File: config.mk
export PLATFORM = sky130hd
export DESIGN_NAME = ate_encoder_top
export DESIGN_NICKNAME = d
export VERILOG_FILES = /design/src/core/ate_pkg.sv /design/src/core/ate_encoder_top.sv /design/src/core/ate_skew_delay.sv
export SDC_FILE = /design/constraint.sdc
export NUM_CORES = 2
export LEC_CHECK = 0
export BUFFER_PORTS_ARGS = -buffer_cell sky130_fd_sc_hd__buf_4
export CORE_ASPECT_RATIO = 0.8
export CORE_MARGIN = 1
export CORE_UTILIZATION = 45
export DETAILED_ROUTE_END_ITERATION = 10
export PLACE_DENSITY_LB_ADDON = 0.3
export RECOVER_POWER = 100
export SYNTH_ARGS = -nofsm -noshare
export SYNTH_HDL_FRONTEND = slang
export SYNTH_SLANG_ARGS = --single-unit
File: constraint.sdc
create_clock -name clk -period 10.2 [get_ports clk]
set_input_delay 0 -clock clk [delete_from_list [all_inputs] [get_ports clk]]
set_output_delay 0 -clock clk [all_outputs]
set_load 0.02 [all_outputs]
File: src/core/ate_pkg.sv
// Constants and types shared by the audio time-slot encoder
package ate_pkg;
  // --------------------------------------------------------------
  // Register map and fields
  // --------------------------------------------------------------
  localparam logic [7:0] ADDR_CTRL = 8'h00;
  localparam logic [7:0] ADDR_GAIN = 8'h04;
  localparam logic [7:0] ADDR_GROUP = 8'h08;
  localparam logic [7:0] ADDR_STATUS = 8'h0c;
  localparam int CTRL_MODE = 0;
  localparam int CTRL_T1 = 3;
  localparam int CTRL_STEREO = 4;
  localparam int CTRL_EMPH = 5;
  localparam int CTRL_COMP = 6;
  localparam int CTRL_H12 = 7;
  localparam int CTRL_AES = 8;
  localparam int CTRL_TONE = 9;
  localparam int CTRL_USER = 11;
  localparam int CTRL_CHSTAT = 12;
  localparam int CTRL_ADDDAT = 13;
  localparam int CTRL_W = 14;
  localparam int GAIN_R = 4;
  localparam int GROUP_R = 4;
  localparam int STAT_LVL_L = 0;
  localparam int STAT_LVL_R = 2;
  localparam int STAT_ANALOG = 4;
  localparam int STAT_SLOTS = 5;
  localparam int STAT_COMP = 10;
  localparam int STAT_BLOCK = 11;
  localparam logic [31:0] CTRL_RESET = 32'h0000_0001;
  localparam logic [31:0] GAIN_RESET = 32'h0000_0000;
  localparam logic [31:0] GROUP_RESET = 32'h0000_0000;
  // --------------------------------------------------------------
  // Coding modes and meter states
  // --------------------------------------------------------------
  typedef enum logic [2:0] {
    MODE_J41 = 3'b001,
    MODE_J42 = 3'b010,
    MODE_J57 = 3'b100
  } ate_mode_t;
  typedef enum logic [1:0] {
    LVL_OFF = 2'h0,
    LVL_GREEN = 2'h1,
    LVL_ORANGE = 2'h2,
    LVL_RED = 2'h3
  } ate_level_t;
  // --------------------------------------------------------------
  // Coding and timing figures
  // --------------------------------------------------------------
  localparam int J42_PAR_BITS = 7;
  localparam int J41_PAR_BITS = 5;
  localparam logic [4:0] J4X_WORD_W = 5'd24;
  localparam logic [4:0] H11_W = 5'd16;
  localparam logic [4:0] H12_W = 5'd20;
  localparam int BLOCK_SAMPLES = 48;
  localparam int MFA_BLOCKS = 192;
  localparam logic [7:0] MFA_SYNC = 8'h1b;
  localparam logic [4:0] H11_SLOTS = 5'd24;
  localparam logic [4:0] H12_SLOTS = 5'd30;
  localparam logic [4:0] J41_SLOTS = 5'd12;
  localparam logic [4:0] J42_MONO_SLOTS = 5'd3;
  localparam logic [4:0] J42_STEREO_SLOTS = 5'd6;
  localparam logic [2:0] GROUP_LAST = 3'd4;
  localparam longint COMP_STEP_PS = 11720000;
  localparam longint E1_BIT_PS = 488281;
  localparam logic [6:0] COMP_STEP_BITS = 7'(COMP_STEP_PS / E1_BIT_PS);
  localparam logic [15:0] TONE_PHASE_INC = 16'h055b;
  localparam logic [18:0] TONE_PEAK = 19'h20276;
  localparam logic [18:0] LVL_OFF_MAX = 19'h00042;
  localparam logic [18:0] LVL_GREEN_MAX = 19'h2d6a4;
  localparam logic [18:0] LVL_ORANGE_MAX = 19'h55810;
  // Q2.14 factors for -6 dB .. +6 dB in 1 dB steps
  localparam logic [15:0] GAIN_COEF [13] = '{
    16'h2013, 16'h23f6, 16'h2862, 16'h2d4f, 16'h32d6, 16'h390a,
    16'h4000, 16'h47cf, 16'h5092, 16'h5a67, 16'h656f, 16'h71cf,
    16'h7fb2};
endpackage

File: src/core/ate_encoder_top.sv
// Audio time-slot encoder: source, gain, tone, meters and coders
//
// The register offsets and register access over APB were decided locally.
`timescale 1ns/10ps
`default_nettype none
module ate_encoder_top
  import ate_pkg::*;
(
  input wire logic clk,
  input wire logic reset,
  input wire logic psel,
  input wire logic penable,
  input wire logic pwrite,
  input wire logic [7:0] paddr,
  input wire logic [31:0] pwdata,
  output logic [31:0] prdata,
  output logic pready,
  output logic pslverr,
  input wire logic anaValid,
  input wire logic [19:0] anaLeft,
  input wire logic [19:0] anaRight,
  input wire logic aesValid,
  input wire logic [19:0] aesLeft,
  input wire logic [19:0] aesRight,
  input wire logic lineBitStrobe,
  output logic outValid,
  output logic [23:0] outWord,
  output logic outRight,
  output logic [4:0] outLen,
  output logic lineVariantT1,
  output logic [4:0] slotCount,
  output logic sourceSelectIndicator,
  output logic [1:0] levelLeft,
  output logic [1:0] levelRight
);
  // ----------------------------------------------------------------
  // Registers and APB slave
  // ----------------------------------------------------------------
  logic [31:0] ctrl_reg, gain_reg, group_reg, prdata_reg;
  logic [31:0] readNext;
  logic addrHit;
  logic [31:0] statusWord;
  ate_mode_t mode;
  logic compActive;
  logic [2:0] leftGroup, rightGroup, stepCount;
  logic sampleStrobe_reg;
  logic [5:0] sampleCnt_reg;
  logic [7:0] blockCnt_reg;
  logic [4:0] slotCount_reg;
  ate_level_t level_reg [2];
  wire logic apbWrite = psel && penable && pwrite;

  always_comb begin
    addrHit = 1'b1;
    readNext = 32'h00000000;
    if (paddr == ADDR_CTRL) begin
      readNext = ctrl_reg;
    end else if (paddr == ADDR_GAIN) begin
      readNext = gain_reg;
    end else if (paddr == ADDR_GROUP) begin
      readNext = group_reg;
    end else if (paddr == ADDR_STATUS) begin
      readNext = statusWord;
    end else begin
      addrHit = 1'b0;
    end
  end

  always_comb begin
    statusWord = 32'h00000000;
    statusWord[STAT_LVL_L +: 2] = level_reg[0];
    statusWord[STAT_LVL_R +: 2] = level_reg[1];
    statusWord[STAT_ANALOG] = !ctrl_reg[CTRL_AES];
    statusWord[STAT_SLOTS +: 5] = slotCount_reg;
    statusWord[STAT_COMP] = compActive;
    statusWord[STAT_BLOCK +: 8] = blockCnt_reg;
  end

  always_ff @(posedge clk or posedge reset) begin
    if (reset) begin
      ctrl_reg <= CTRL_RESET;
      gain_reg <= GAIN_RESET;
      group_reg <= GROUP_RESET;
    end else if (apbWrite) begin
      if (paddr == ADDR_CTRL) begin
        ctrl_reg <= {18'h00000, pwdata[CTRL_W-1:0]};
      end else if (paddr == ADDR_GAIN) begin
        gain_reg <= {24'h000000, pwdata[7:0]};
      end else if (paddr == ADDR_GROUP) begin
        group_reg <= {25'h0000000, pwdata[6:0]};
      end
    end
  end

  // Read data captured in the setup phase so it is stable in access
  always_ff @(posedge clk or posedge reset) begin
    if (reset) begin
      prdata_reg <= 32'h00000000;
    end else if (psel && !penable) begin
      prdata_reg <= readNext;
    end
  end

  assign prdata = prdata_reg;
  assign pready = 1'b1;
  assign pslverr = psel && penable && !addrHit;

  // ----------------------------------------------------------------
  // Mode decode and J.41 skew selection
  // ----------------------------------------------------------------
  always_comb begin
    case (ctrl_reg[CTRL_MODE +: 3])
      MODE_J42: mode = MODE_J42;
      MODE_J57: mode = MODE_J57;
      default: mode = MODE_J41;
    endcase
  end

  assign leftGroup = group_reg[2:0];
  assign rightGroup = group_reg[GROUP_R +: 3];
  // Same or earlier right group falls back to no skew at all
  assign compActive = mode == MODE_J41 && ctrl_reg[CTRL_COMP]
    && rightGroup > leftGroup && rightGroup <= GROUP_LAST;
  assign stepCount = compActive ? 3'(rightGroup - leftGroup) : 3'd0;
  assign lineVariantT1 = ctrl_reg[CTRL_T1];
  assign sourceSelectIndicator = !ctrl_reg[CTRL_AES];

  always_ff @(posedge clk or posedge reset) begin
    if (reset) begin
      slotCount_reg <= J41_SLOTS;
    end else if (mode == MODE_J57) begin
      slotCount_reg <= ctrl_reg[CTRL_H12] ? H12_SLOTS : H11_SLOTS;
    end else if (mode == MODE_J42) begin
      slotCount_reg <= ctrl_reg[CTRL_STEREO] ? J42_STEREO_SLOTS
        : J42_MONO_SLOTS;
    end else begin
      slotCount_reg <= J41_SLOTS;
    end
  end
  assign slotCount = slotCount_reg;

  // ----------------------------------------------------------------
  // Source, tone and block counters
  // ----------------------------------------------------------------
  wire logic sampleValid = ctrl_reg[CTRL_AES] ? aesValid : anaValid;
  logic [15:0] tonePhase_reg;
  wire logic [14:0] triT = tonePhase_reg[15] ? ~tonePhase_reg[14:0]
    : tonePhase_reg[14:0];
  wire logic signed [16:0] triS = $signed({1'b0, triT, 1'b0}) - 17'sd32768;
  wire logic signed [36:0] toneProd = triS * $signed({1'b0, TONE_PEAK});
  wire logic [19:0] toneSample = toneProd[34:15];
  wire logic blockEnd = sampleStrobe_reg
    && sampleCnt_reg == 6'(BLOCK_SAMPLES - 1);

  always_ff @(posedge clk or posedge reset) begin
    if (reset) begin
      tonePhase_reg <= 16'h0000;
    end else if (sampleValid) begin
      tonePhase_reg <= tonePhase_reg + TONE_PHASE_INC;
    end
  end

  always_ff @(posedge clk or posedge reset) begin
    if (reset) begin
      sampleStrobe_reg <= 1'b0;
    end else begin
      sampleStrobe_reg <= sampleValid;
    end
  end

  always_ff @(posedge clk or posedge reset) begin
    if (reset) begin
      sampleCnt_reg <= 6'd0;
      blockCnt_reg <= 8'd0;
    end else if (blockEnd) begin
      sampleCnt_reg <= 6'd0;
      blockCnt_reg <= (blockCnt_reg == 8'(MFA_BLOCKS - 1)) ? 8'd0
        : blockCnt_reg + 8'd1;
    end else if (sampleStrobe_reg) begin
      sampleCnt_reg <= sampleCnt_reg + 6'd1;
    end
  end

  // Alignment byte per block, 8 bits x 192 blocks; FSD toggles per block
  wire logic [7:0] mfaByte = (blockCnt_reg == 8'd0) ? MFA_SYNC : 8'h00;
  wire logic fsdBit = blockCnt_reg[0];

  // ----------------------------------------------------------------
  // Coding helpers
  // ----------------------------------------------------------------
  function automatic logic [10:0] alaw11(input logic [13:0] s);
    logic [12:0] m;
    logic [2:0] seg;
    logic [6:0] man;
    m = s[13] ? ~s[12:0] : s[12:0];
    seg = 3'd0;
    for (int i = 7; i < 13; i++) begin
      if (m[i]) begin
        seg = 3'(i - 6);
      end
    end
    man = (seg == 3'd0) ? m[6:0] : 7'(m >> (seg - 3'd1));
    return {s[13], seg, man};
  endfunction

  // Headroom of a block peak picks one of eight shift ranges
  function automatic logic [2:0] headroom(input logic [18:0] pk);
    logic [2:0] h;
    h = 3'd7;
    for (int i = 6; i >= 0; i--) begin
      if (pk[18-i]) begin
        h = 3'(i);
      end
    end
    return h;
  endfunction

  function automatic logic [19:0] sat20(input logic signed [36:0] v);
    if (v > 37'sd524287) begin
      return 20'h7ffff;
    end
    if (v < -37'sd524288) begin
      return 20'h80000;
    end
    return v[19:0];
  endfunction

  // ----------------------------------------------------------------
  // Per-channel path
  // ----------------------------------------------------------------
  logic [19:0] sample_reg [2];
  logic [23:0] chWord [2];
  logic [1:0] chValid;
  wire logic [19:0] rawIn [2] = '{
    ctrl_reg[CTRL_AES] ? aesLeft : anaLeft,
    ctrl_reg[CTRL_AES] ? aesRight : anaRight};
  wire logic [4:0] wordLen = (mode != MODE_J57) ? J4X_WORD_W
    : ctrl_reg[CTRL_H12] ? H12_W : H11_W;

  for (genvar ch = 0; ch < 2; ch++) begin : gChan
    wire logic signed [3:0] gs = $signed(gain_reg[ch*GAIN_R +: 4]);
    wire logic [3:0] gIdx = (gs > 4'sd6) ? 4'd12 : (gs < -4'sd6) ? 4'd0
      : 4'(gs + 4'sd6);
    wire logic signed [36:0] prod = $signed(rawIn[ch])
      * $signed({1'b0, GAIN_COEF[gIdx]});
    wire logic toneOn = ctrl_reg[CTRL_TONE + ch];
    wire logic [18:0] mag = sample_reg[ch][19] ? ~sample_reg[ch][18:0]
      : sample_reg[ch][18:0];
    logic [18:0] peak_reg;
    logic [2:0] range_reg;
    logic half_reg;
    logic [11:0] first_reg;
    wire logic [18:0] blkPeak = (mag > peak_reg) ? mag : peak_reg;
    wire logic [10:0] aCode = alaw11(sample_reg[ch][19:6]);
    wire logic aPar = (mode == MODE_J42) ? ^aCode[10:11-J42_PAR_BITS]
      : ^aCode[10:11-J41_PAR_BITS];
    wire logic [19:0] shifted = sample_reg[ch] << range_reg;
    wire logic [15:0] sigWord = {range_reg, mfaByte, fsdBit,
      ctrl_reg[CTRL_CHSTAT], ctrl_reg[CTRL_ADDDAT], 2'b00};
    wire logic sigBit = (sampleCnt_reg < 6'd16)
      && sigWord[4'd15 - sampleCnt_reg[3:0]];
    wire logic jPar = ^shifted[19:5] ^ sigBit;
    wire logic chanOn = (ch == 0) || mode != MODE_J42
      || ctrl_reg[CTRL_STEREO];

    // Tone takes the gain stage's place rather than passing through it
    always_ff @(posedge clk or posedge reset) begin
      if (reset) begin
        sample_reg[ch] <= 20'h00000;
      end else if (sampleValid) begin
        sample_reg[ch] <= toneOn ? toneSample
          : sat20(prod >>> 14);
      end
    end

    always_ff @(posedge clk or posedge reset) begin
      if (reset) begin
        peak_reg <= 19'h00000;
        range_reg <= 3'd0;
        level_reg[ch] <= LVL_OFF;
      end else if (blockEnd) begin
        peak_reg <= 19'h00000;
        range_reg <= headroom(blkPeak);
        if (blkPeak < LVL_OFF_MAX) begin
          level_reg[ch] <= LVL_OFF;
        end else if (blkPeak < LVL_GREEN_MAX) begin
          level_reg[ch] <= LVL_GREEN;
        end else if (blkPeak <= LVL_ORANGE_MAX) begin
          level_reg[ch] <= LVL_ORANGE;
        end else begin
          level_reg[ch] <= LVL_RED;
        end
      end else if (sampleStrobe_reg) begin
        peak_reg <= blkPeak;
      end
    end

    always_ff @(posedge clk or posedge reset) begin
      if (reset) begin
        half_reg <= 1'b0;
        first_reg <= 12'h000;
      end else if (sampleStrobe_reg) begin
        half_reg <= !half_reg;
        first_reg <= {aCode, aPar};
      end
    end

    assign chValid[ch] = sampleStrobe_reg && chanOn
      && (mode == MODE_J57 || half_reg);
    assign chWord[ch] = (mode != MODE_J57) ? {first_reg, aCode, aPar}
      : ctrl_reg[CTRL_H12] ? {4'h0, shifted[19:5], jPar, shifted[4:2],
      ctrl_reg[CTRL_USER]} : {8'h00, shifted[19:5], jPar};
  end

  assign levelLeft = level_reg[0];
  assign levelRight = level_reg[1];

  // ----------------------------------------------------------------
  // Right-channel skew and output merge
  // ----------------------------------------------------------------
  logic skewValid;
  logic [23:0] skewWord;
  logic rPend_reg;
  logic [23:0] rWord_reg;
  logic outValid_reg, outRight_reg;
  logic [23:0] outWord_reg;
  logic [4:0] outLen_reg;

  ate_skew_delay uSkew (
    .clk(clk),
    .reset(reset),
    .lineBitStrobe(lineBitStrobe),
    .stepCount(stepCount),
    .inValid(chValid[1]),
    .inWord(chWord[1]),
    .outValid(skewValid),
    .outWord(skewWord)
  );

  // A right word arriving as the previous one leaves stays pending
  always_ff @(posedge clk or posedge reset) begin
    if (reset) begin
      rPend_reg <= 1'b0;
      rWord_reg <= 24'h000000;
    end else if (skewValid) begin
      rPend_reg <= 1'b1;
      rWord_reg <= skewWord;
    end else if (!chValid[0]) begin
      rPend_reg <= 1'b0;
    end
  end

  // Left has priority; right follows in the next free cycle
  always_ff @(posedge clk or posedge reset) begin
    if (reset) begin
      outValid_reg <= 1'b0;
      outRight_reg <= 1'b0;
      outWord_reg <= 24'h000000;
      outLen_reg <= 5'd0;
    end else begin
      outValid_reg <= chValid[0] || rPend_reg;
      outRight_reg <= !chValid[0];
      outLen_reg <= wordLen;
      if (chValid[0] || rPend_reg) begin
        outWord_reg <= chValid[0] ? chWord[0] : rWord_reg;
      end
    end
  end

  assign outValid = outValid_reg;
  assign outRight = outRight_reg;
  assign outWord = outWord_reg;
  assign outLen = outLen_reg;
endmodule
`default_nettype wire

File: src/core/ate_skew_delay.sv
// Right-channel skew delay counted in E1 bit periods
`timescale 1ns/10ps
`default_nettype none
module ate_skew_delay
  import ate_pkg::*;
(
  input wire logic clk,
  input wire logic reset,
  input wire logic lineBitStrobe,
  input wire logic [2:0] stepCount,
  input wire logic inValid,
  input wire logic [23:0] inWord,
  output logic outValid,
  output logic [23:0] outWord
);
  logic busy_reg;
  logic [6:0] cnt_reg;
  logic [6:0] target_reg;
  logic outValid_reg;
  logic [23:0] word_reg;
  wire logic fire = busy_reg && cnt_reg == target_reg;

  // One word in flight is enough: codes arrive far slower than the skew
  always_ff @(posedge clk or posedge reset) begin
    if (reset) begin
      busy_reg <= 1'b0;
      cnt_reg <= 7'd0;
      target_reg <= 7'd0;
      word_reg <= 24'h000000;
    end else if (inValid) begin
      busy_reg <= 1'b1;
      cnt_reg <= 7'd0;
      target_reg <= 7'(stepCount * COMP_STEP_BITS);
      word_reg <= inWord;
    end else if (fire) begin
      busy_reg <= 1'b0;
    end else if (busy_reg && lineBitStrobe) begin
      cnt_reg <= cnt_reg + 7'd1;
    end
  end

  always_ff @(posedge clk or posedge reset) begin
    if (reset) begin
      outValid_reg <= 1'b0;
    end else begin
      outValid_reg <= fire;
    end
  end

  assign outValid = outValid_reg;
  assign outWord = word_reg;
endmodule
`default_nettype wire

-- Word-level counts from Yosys, hierarchy flattened
Memory sizes are Yosys's and may differ from the RTL's.
Index checks and enable logic that the tools add are counted.
- register bits: 304
- ROM bits: 512
- input port bits: 128
- output and inout port bits: 76
- word-level logic and storage cells: 257
- memories kept: 2
- add/subtract/negate cells: 11
- multipliers: 4
- magnitude comparators: 22
- equal/unequal tests: 15
- shifts and indexed selects: 4
- muxes and demuxes: 114
- bitwise logic cells: 11
- reduce and logical (&&, ||, !) cells: 42
- memories (memory ; depth ; bits a word ; read ports ; clocked after memory_dff ; write ports ; RTL line ; RTL):
    (name not given) ; 16 ; 16 ; 1 ; 0 ; 0 ; ate_encoder_top.sv:245 ; * $signed({1'b0, GAIN_COEF[gIdx]});
    (name not given) ; 16 ; 16 ; 1 ; 0 ; 0 ; ate_encoder_top.sv:245 ;
- operators with widths (kind ; count):
    20-bit 2-to-1 mux ; 14
    19-bit 2-to-1 mux ; 11
    3-bit 2-to-1 mux ; 26
    20-bit by 17-bit multiplier with 37-bit output ; 2
    24-bit 2-to-1 mux ; 3
    16-bit 2-to-1 mux ; 4
    23-bit by 20-bit > comparator with 1-bit output (second input constant) ; 2
    23-bit by 20-bit less-than comparator with 1-bit output (second input constant) ; 2
    20-bit by 3-bit << shifter with 20-bit output ; 2
    19-bit > comparator ; 2
    19-bit <= comparator (second input constant) ; 2
    19-bit by 18-bit less-than comparator with 1-bit output (second input constant) ; 2
    19-bit by 7-bit less-than comparator with 1-bit output (second input constant) ; 2
    19-bit NOT ; 2
    7-bit 2-to-1 mux ; 5
    17-bit by 18-bit multiplier with 34-bit output (second input constant) ; 1
    32-bit 2-to-1 mux ; 1
    15-bit parity ; 2
    1-bit 2-to-1 mux ; 29
    13-bit 2-to-1 mux ; 2
    13-bit NOT ; 2
    13-bit by 3-bit right shift with 7-bit output ; 2
    4-bit 2-to-1 mux ; 6
    16-bit by 16-bit subtractor with 17-bit output (second input constant) ; 1
    other kinds (49) ; 96

-- Depth between registers and ports, before layout
- depth in word-level cells: 16
- mapped depth: 39
- mapped depth without buffers: 34

-- Hierarchy
Synthesis repeated with hierarchy kept, for this count alone.
- cell total of the unflattened synthesis: 5134
- area, all modules: 45677.6 um^2
- by module, submodules not included (module ; times used ; cells each ; area an instance (um^2) ; seq. area each (um^2)):
    ate_encoder_top ; 1 ; 5010 ; 44022.2 ; 6309.8
    ate_skew_delay ; 1 ; 124 ; 1655.3 ; 925.9

-- Worst setup path before layout
OpenSTA, ideal clock, no wires.
- kind: reg2reg
- start: register gain_reg[1]
- end: register sample_reg[20] (netlist bit)
- setup time: 0.094 ns
- arrival: 9.221 ns
- data required time: 10.106 ns
- slack: 0.885 ns
- stages on the path, launching flop included: 35
- buffers on the path: 2
- period minus slack after synthesis: 9.315 ns
- path through: dfrtp_1 inv_1 ha_1 xor2_1 ha_1 nand3b_1 ha_1 and2_1 a211oi_1 a21oi_1 nor2_1 clkbuf_1 nor2_1 fa_1 inv_1 fa_1 fa_1 inv_1 fa_1 fa_1 inv_1 fa_1 inv_1 ha_1 nand4_1 or3_1 or3_1 a21oi_2 o21bai_2 o2111a_1 or3_4 o31ai_4 buf_6 nand2_1 a221oi_2
- longest elaborated chain between the ends: 15
- elaborated cells between the ends (all ways): 21
- classes of those cells: add/sub (1); mul (1); order compare (4); mux (13); bitwise (1); memory (1)
- RTL lines (what ; RTL line ; RTL):
    start: declaration ; ate_encoder_top.sv:39 ; logic [31:0] ctrl_reg, gain_reg, group_reg, prdata_reg;
    start signal: assignment ; ate_encoder_top.sv:88 ; gain_reg <= {24'h000000, pwdata[7:0]};
    4-bit adder / 4-bit less-than comparator (equally long branches) ; ate_encoder_top.sv:243, ate_encoder_top.sv:242 ;
    4-bit 2-to-1 mux ; ate_encoder_top.sv:242 ; wire logic [3:0] gIdx = (gs > 4'sd6) ? 4'd12 : (gs < -4'sd6) ? 4'd0
    4-bit 2-to-1 mux (*) ; ate_encoder_top.sv:242 ;
    4-bit NOT with 5-bit output (implied by the code) (*) ; ate_encoder_top.sv:245 ;
    memory 16 x 16 bit (*) ; n/a ;
    16-bit 2-to-1 mux (implied by the code) (*) (2 in a row) ; ate_encoder_top.sv:245 ;
    20-bit by 17-bit multiplier with 37-bit output (*) ; ate_encoder_top.sv:245 ;
    23-bit by 20-bit less-than comparator with 1-bit output ; ate_encoder_top.sv:222 ; if (v < -37'sd524288) begin
    1-bit 2-to-1 mux (2 in a row) ; ate_encoder_top.sv:222 ;
    1-bit 2-to-1 mux ; ate_encoder_top.sv:270 ; end else if (sampleValid) begin
    20-bit 2-to-1 mux ; ate_encoder_top.sv:225 ; return v[19:0];
    20-bit 2-to-1 mux (*) ; ate_encoder_top.sv:222 ;
    20-bit 2-to-1 mux (*) ; ate_encoder_top.sv:271 ; sample_reg[ch] <= toneOn ? toneSample
    end signal: indexed assignment ; ate_encoder_top.sv:271 ;
    end: declaration ; ate_encoder_top.sv:231 ; logic [19:0] sample_reg [2];
Mark *: on every way between the ends. The rest lies on a longest branch, timed or not. The select of a mux whose other input is x is not followed.
A chain may end at the register's enable or synchronous reset.

-- Final worst setup path
- start: register gain_reg[1]
- end: register sample_reg[35] (netlist bit)
Same word-level chain as after synthesis.

==> results.md <==
Floorplan:
- 204 I/O pins were placed.
- From left edge to right edge, the die measures 357 um.
- The die area is 0.102 mm^2.
- The die extent in y is 286 um.
- The effective utilization at floorplan is 0.458.
- The floorplan row count is 103.
- After floorplanning, the core was sized to cover 0.0994 mm^2.

Logic synthesis:
- The number of warnings printed during yosys synthesis is 0.
- The share of the Yosys chip area taken by registers is 0.159.
- Averaged over all synthesized cells, the footprint is 8.85 um^2.
- The number of enable-type register cells in the synthesized netlist is 0.
- After synthesis the netlist holds a flip-flop and latch count of 289.
- The netlist uses 88 different library cells.
- In the synthesized netlist the async set-or-reset flop fraction comes to 1.00.
- The main flop type after synthesis is sky130_fd_sc_hd__dfrtp_1.
- The synthesized cell area is 0.0455 mm^2.
- In the synthesized netlist, the number of instances is 5139.

Critical path:
- The data required time at the worst endpoint is 10.69 ns.
- The nature of the critical path endpoint is a register.
- Measured in cells, the most critical reg-to-reg path has a length of 35.
- The flop-to-flop setup slack is 0.48 ns.
- The longest individual stage delay on the worst path is 0.56 ns.
- Among the stages of the critical path, the cell type that occurs most often is sky130_fd_sc_hd__fa_1.
- In this run the worst path has a maximum fanout of 19.
- The kind of critical path is register to register.
- On the critical path, the stage with the largest delay is an instance of sky130_fd_sc_hd__fa_1.
- The reg-to-reg endpoint is sample_reg[35].
- For the worst setup path, the data arrival time is 10.21 ns.
- STA classifies the critical path startpoint as a register.
- The worst register-to-register path begins at gain_reg[1].

Routing:
- Once detail routing completed, the nets flagged for antenna violations numbered 0.
- The detailed-route wire length on metal 1 is 57300 um.
- The detailed-routing iteration count for the pre-antenna-repair pass is 5.
- The post-detailed-route wirelength per cell is 18.9 um.
- The met2 wire length is 56100 um.
- The DRC violations left is 0.
- The sum of routed wire length over all layers is 125000 um.
- For this block, the initial DRC count from the detailed router was 3058.
- The average via count per standard cell is 5.47.
- In the detailed route, the total length drawn on met3 is 9610 um.
- Detailed routing inserted a total of 36123 vias.
- The highest metal layer used by the detailed router is met5.

STA:
- Measured against its own limit, the worst slew margin works out to -1.59.
- The hold violation total from the final report is 0.
- Hold is met by 0.0327 ns.
- The count of final setup violators is 0.
- The worst-case clock skew is 0.0224 ns.
- Setup total negative slack on the finished layout was measured at 0 ns.
- The max-slew violation count is 587.
- The actual transition at the worst max-transition pin is 3.88 ns.
- Of the available clock period, the critical path in the final layout requires 0.953.
- The final critical path time including I/O delays and setup is 9.72 ns.
- Derived from the worst setup path, the maximum achievable clock frequency is 103 MHz.

Clock tree:
- The clock tree from TritonCTS is done.
- The number of buffers created by CTS is 31.
- The clock net in this run drives a total of 289 sinks.
- The later pin in the worst-skew pair is clocked with a latency of 0.61 ns.
- Clock-pin slew was measured on the worst setup and hold paths at 0.06 ns.
- The maximum clock insertion buffer count is 3.
- The CTS H-tree depth is 1.
- In this run the clock root is driven by a sky130_fd_sc_hd__clkbuf_16.

Worst hold path:
- Counting instances, the worst hold path has a depth of 3.
- For hold timing, the worst endpoint is tonePhase_reg[0].
- In this run the most critical hold path is launched from aesValid.
- In this run the worst hold path is classified as input pin to register.

Global route:
- The largest net degree at the start of global routing is 88.
- For this run the aggregate overflow at the end of global routing stands at 0.
- The number of global-route vias before repair is 36547.
- The first global-routing pass estimated 202000 um of wire.
- The number of antenna violations at the first check in global routing was 2.
- Across every metal layer, demand over resource in global routing totals 0.247.

Cells and area:
- Summing all multi-input logic gate instances after layout gives 0.0337 mm^2.
- Relative to the synthesized area, the layout overhead comes to 8.61%.
- The number of antenna diodes in the final layout is 0.
- For this run, the number of standard cells in the final layout without fillers is 6603.
- The layout filler cell count is 9448.
- Of the cells placed in the final design, the portion with a size suffix greater than 1 is 0.0879.
- The net total in the final layout is 6421.
- Across the whole layout, storage elements account for 0.00724 mm^2.
- At the end of the flow the core is filled with cells to 0.497.

Placement:
- Summed over all nets, the half-perimeter wirelength after detailed placement is 101000 um.
- At the end of routability-driven placement, the weighted congestion stood at 0.916.
- Buffers placed on the I/O ports in this run total 169.
- After detailed placement, the design holds a cell count of 6522.

Status:
- The flow ran to the end, but the final reports show violations.
- The checks that failed: capacitance limit, slew limit.

Run:
- The number of max-capacitance violations reported is 12.
==> cell usage in the layout, fill, tap and decap left out, types with 22 or more instances in the layout <==
cell                        instances
sky130_fd_sc_hd__inv_1           1001
sky130_fd_sc_hd__fa_1             641
sky130_fd_sc_hd__nand2_1          576
sky130_fd_sc_hd__nor2_1           459
sky130_fd_sc_hd__ha_1             379
sky130_fd_sc_hd__dfrtp_1          282
sky130_fd_sc_hd__a21oi_1          201
sky130_fd_sc_hd__buf_4            193
sky130_fd_sc_hd__o21ai_0          177
sky130_fd_sc_hd__mux2i_1          143
sky130_fd_sc_hd__xnor2_1          135
sky130_fd_sc_hd__mux2_2           128
sky130_fd_sc_hd__clkbuf_1          75
sky130_fd_sc_hd__xor2_1            71
sky130_fd_sc_hd__a211oi_1          64
sky130_fd_sc_hd__nand3_1           62
sky130_fd_sc_hd__a21o_1            46
sky130_fd_sc_hd__nor3_1            41
sky130_fd_sc_hd__nand4_1           32
sky130_fd_sc_hd__a221oi_1          32
sky130_fd_sc_hd__clkbuf_16         31
sky130_fd_sc_hd__mux4_2            26
sky130_fd_sc_hd__a31oi_1           25
sky130_fd_sc_hd__and2_1            25
sky130_fd_sc_hd__o22ai_1           24
sky130_fd_sc_hd__a22o_1            24
sky130_fd_sc_hd__o211ai_1          23
sky130_fd_sc_hd__nor2b_1           22
==> logic make-up after synthesis <==
family / Yosys count / synth area share
compound gates: 760 / 0.108
xor+xnor: 207 / 0.0400
fa+ha+maj: 1022 / 0.387
buf+inv: 1216 / 0.102
flops: 289 / 0.159
mux: 302 / 0.0773
other cells: 2 / 0.000165
simple gates: 1341 / 0.126
==> layout make-up <==
cell class,instances,area share
clock buffers,43,0.0180
clock inverters,10,0.00220
multi-input cells,3649,0.683
well taps,1312,0.0332
flip-flops and latches,289,0.147
repair buffers,290,0.0403
inverters,1010,0.0769
==> worst max-delay path by stage <==
stage / from / end / slack, ns / depth (start not counted)
finish: gain_reg[1] / sample_reg[35] / 0.48 / 35
global route: gain_reg[1] / sample_reg[38] / -0.002 / 34
detailed placement: gain_reg[1] / sample_reg[35] / 0.26 / 33
floorplan: gain_reg[1] / sample_reg[20] / 0.89 / 34
global placement: gain_reg[1] / sample_reg[36] / 0.41 / 33
CTS: gain_reg[1] / sample_reg[35] / 0.23 / 33
==> cells in the mapped netlist (all sizes together), types with 21 or more instances <==
| cell type | count | area, um^2 |
|---|---|---|
| fa | 642 | 12900 |
| nand3 | 62 | 310 |
| nor3 | 42 | 215 |
| o21ai | 184 | 921 |
| a21o | 46 | 345 |
| clkbuf | 165 | 622 |
| nand2 | 579 | 2180 |
| o211ai | 23 | 173 |
| a221oi | 37 | 355 |
| a31oi | 25 | 156 |
| buf | 41 | 235 |
| nand4 | 32 | 200 |
| ha | 380 | 4750 |
| a21oi | 204 | 1030 |
| nor2b | 22 | 138 |
| o22ai | 24 | 150 |
| a22o | 24 | 210 |
| dfrtp | 286 | 7160 |
| xnor2 | 136 | 1200 |
| mux4 | 26 | 586 |
| o31ai | 21 | 171 |
| mux2 | 132 | 1490 |
| a211oi | 66 | 495 |
| mux2i | 144 | 1440 |
| nor2 | 460 | 1730 |
| xor2 | 71 | 622 |
| inv | 1004 | 3770 |
| and2 | 27 | 169 |
==> per-stage QoR <==
step	instance area (um^2)	setup WS, ns
after global placement	48400	0.413
after CTS	49500	0.226
after floorplan	45500	0.885
final	49400	0.483
after detailed placement	48400	0.257
after global routing	49400	-0.00237
==> timing repair <==
| action | CTS | global route |
|---|---|---|
| setup endpoints to repair | 0 | 38 |
| gates resized for setup | 0 | 18 |
| buffers inserted | 0 | 9 |
| endpoints found under the hold margin | 131 | 0 |
| hold buffers | 19 | 0 |
==> critical path, delay by kind of cell, from the launching register on <==
kind,cells,cell delay [ns]
flip-flops,1,0.42
AND/OR/NAND/NOR,9,2.06
XOR/XNOR,1,0.17
buffers and inverters,8,0.92
adder cells (fa/ha/maj),10,4.53
AO/OA/AOI/OAI,7,1.51
==> routing by layer <==
layer,track usage,vias up
li1,-,16735
met1,0.363,17948
met2,0.394,1302
met3,0.0363,136
met4,0.0332,2
met5,0,-
Power is left out: the tool's default activity adds up to more than one toggle a clock period on the data nets, which glitch-free logic cannot reach.
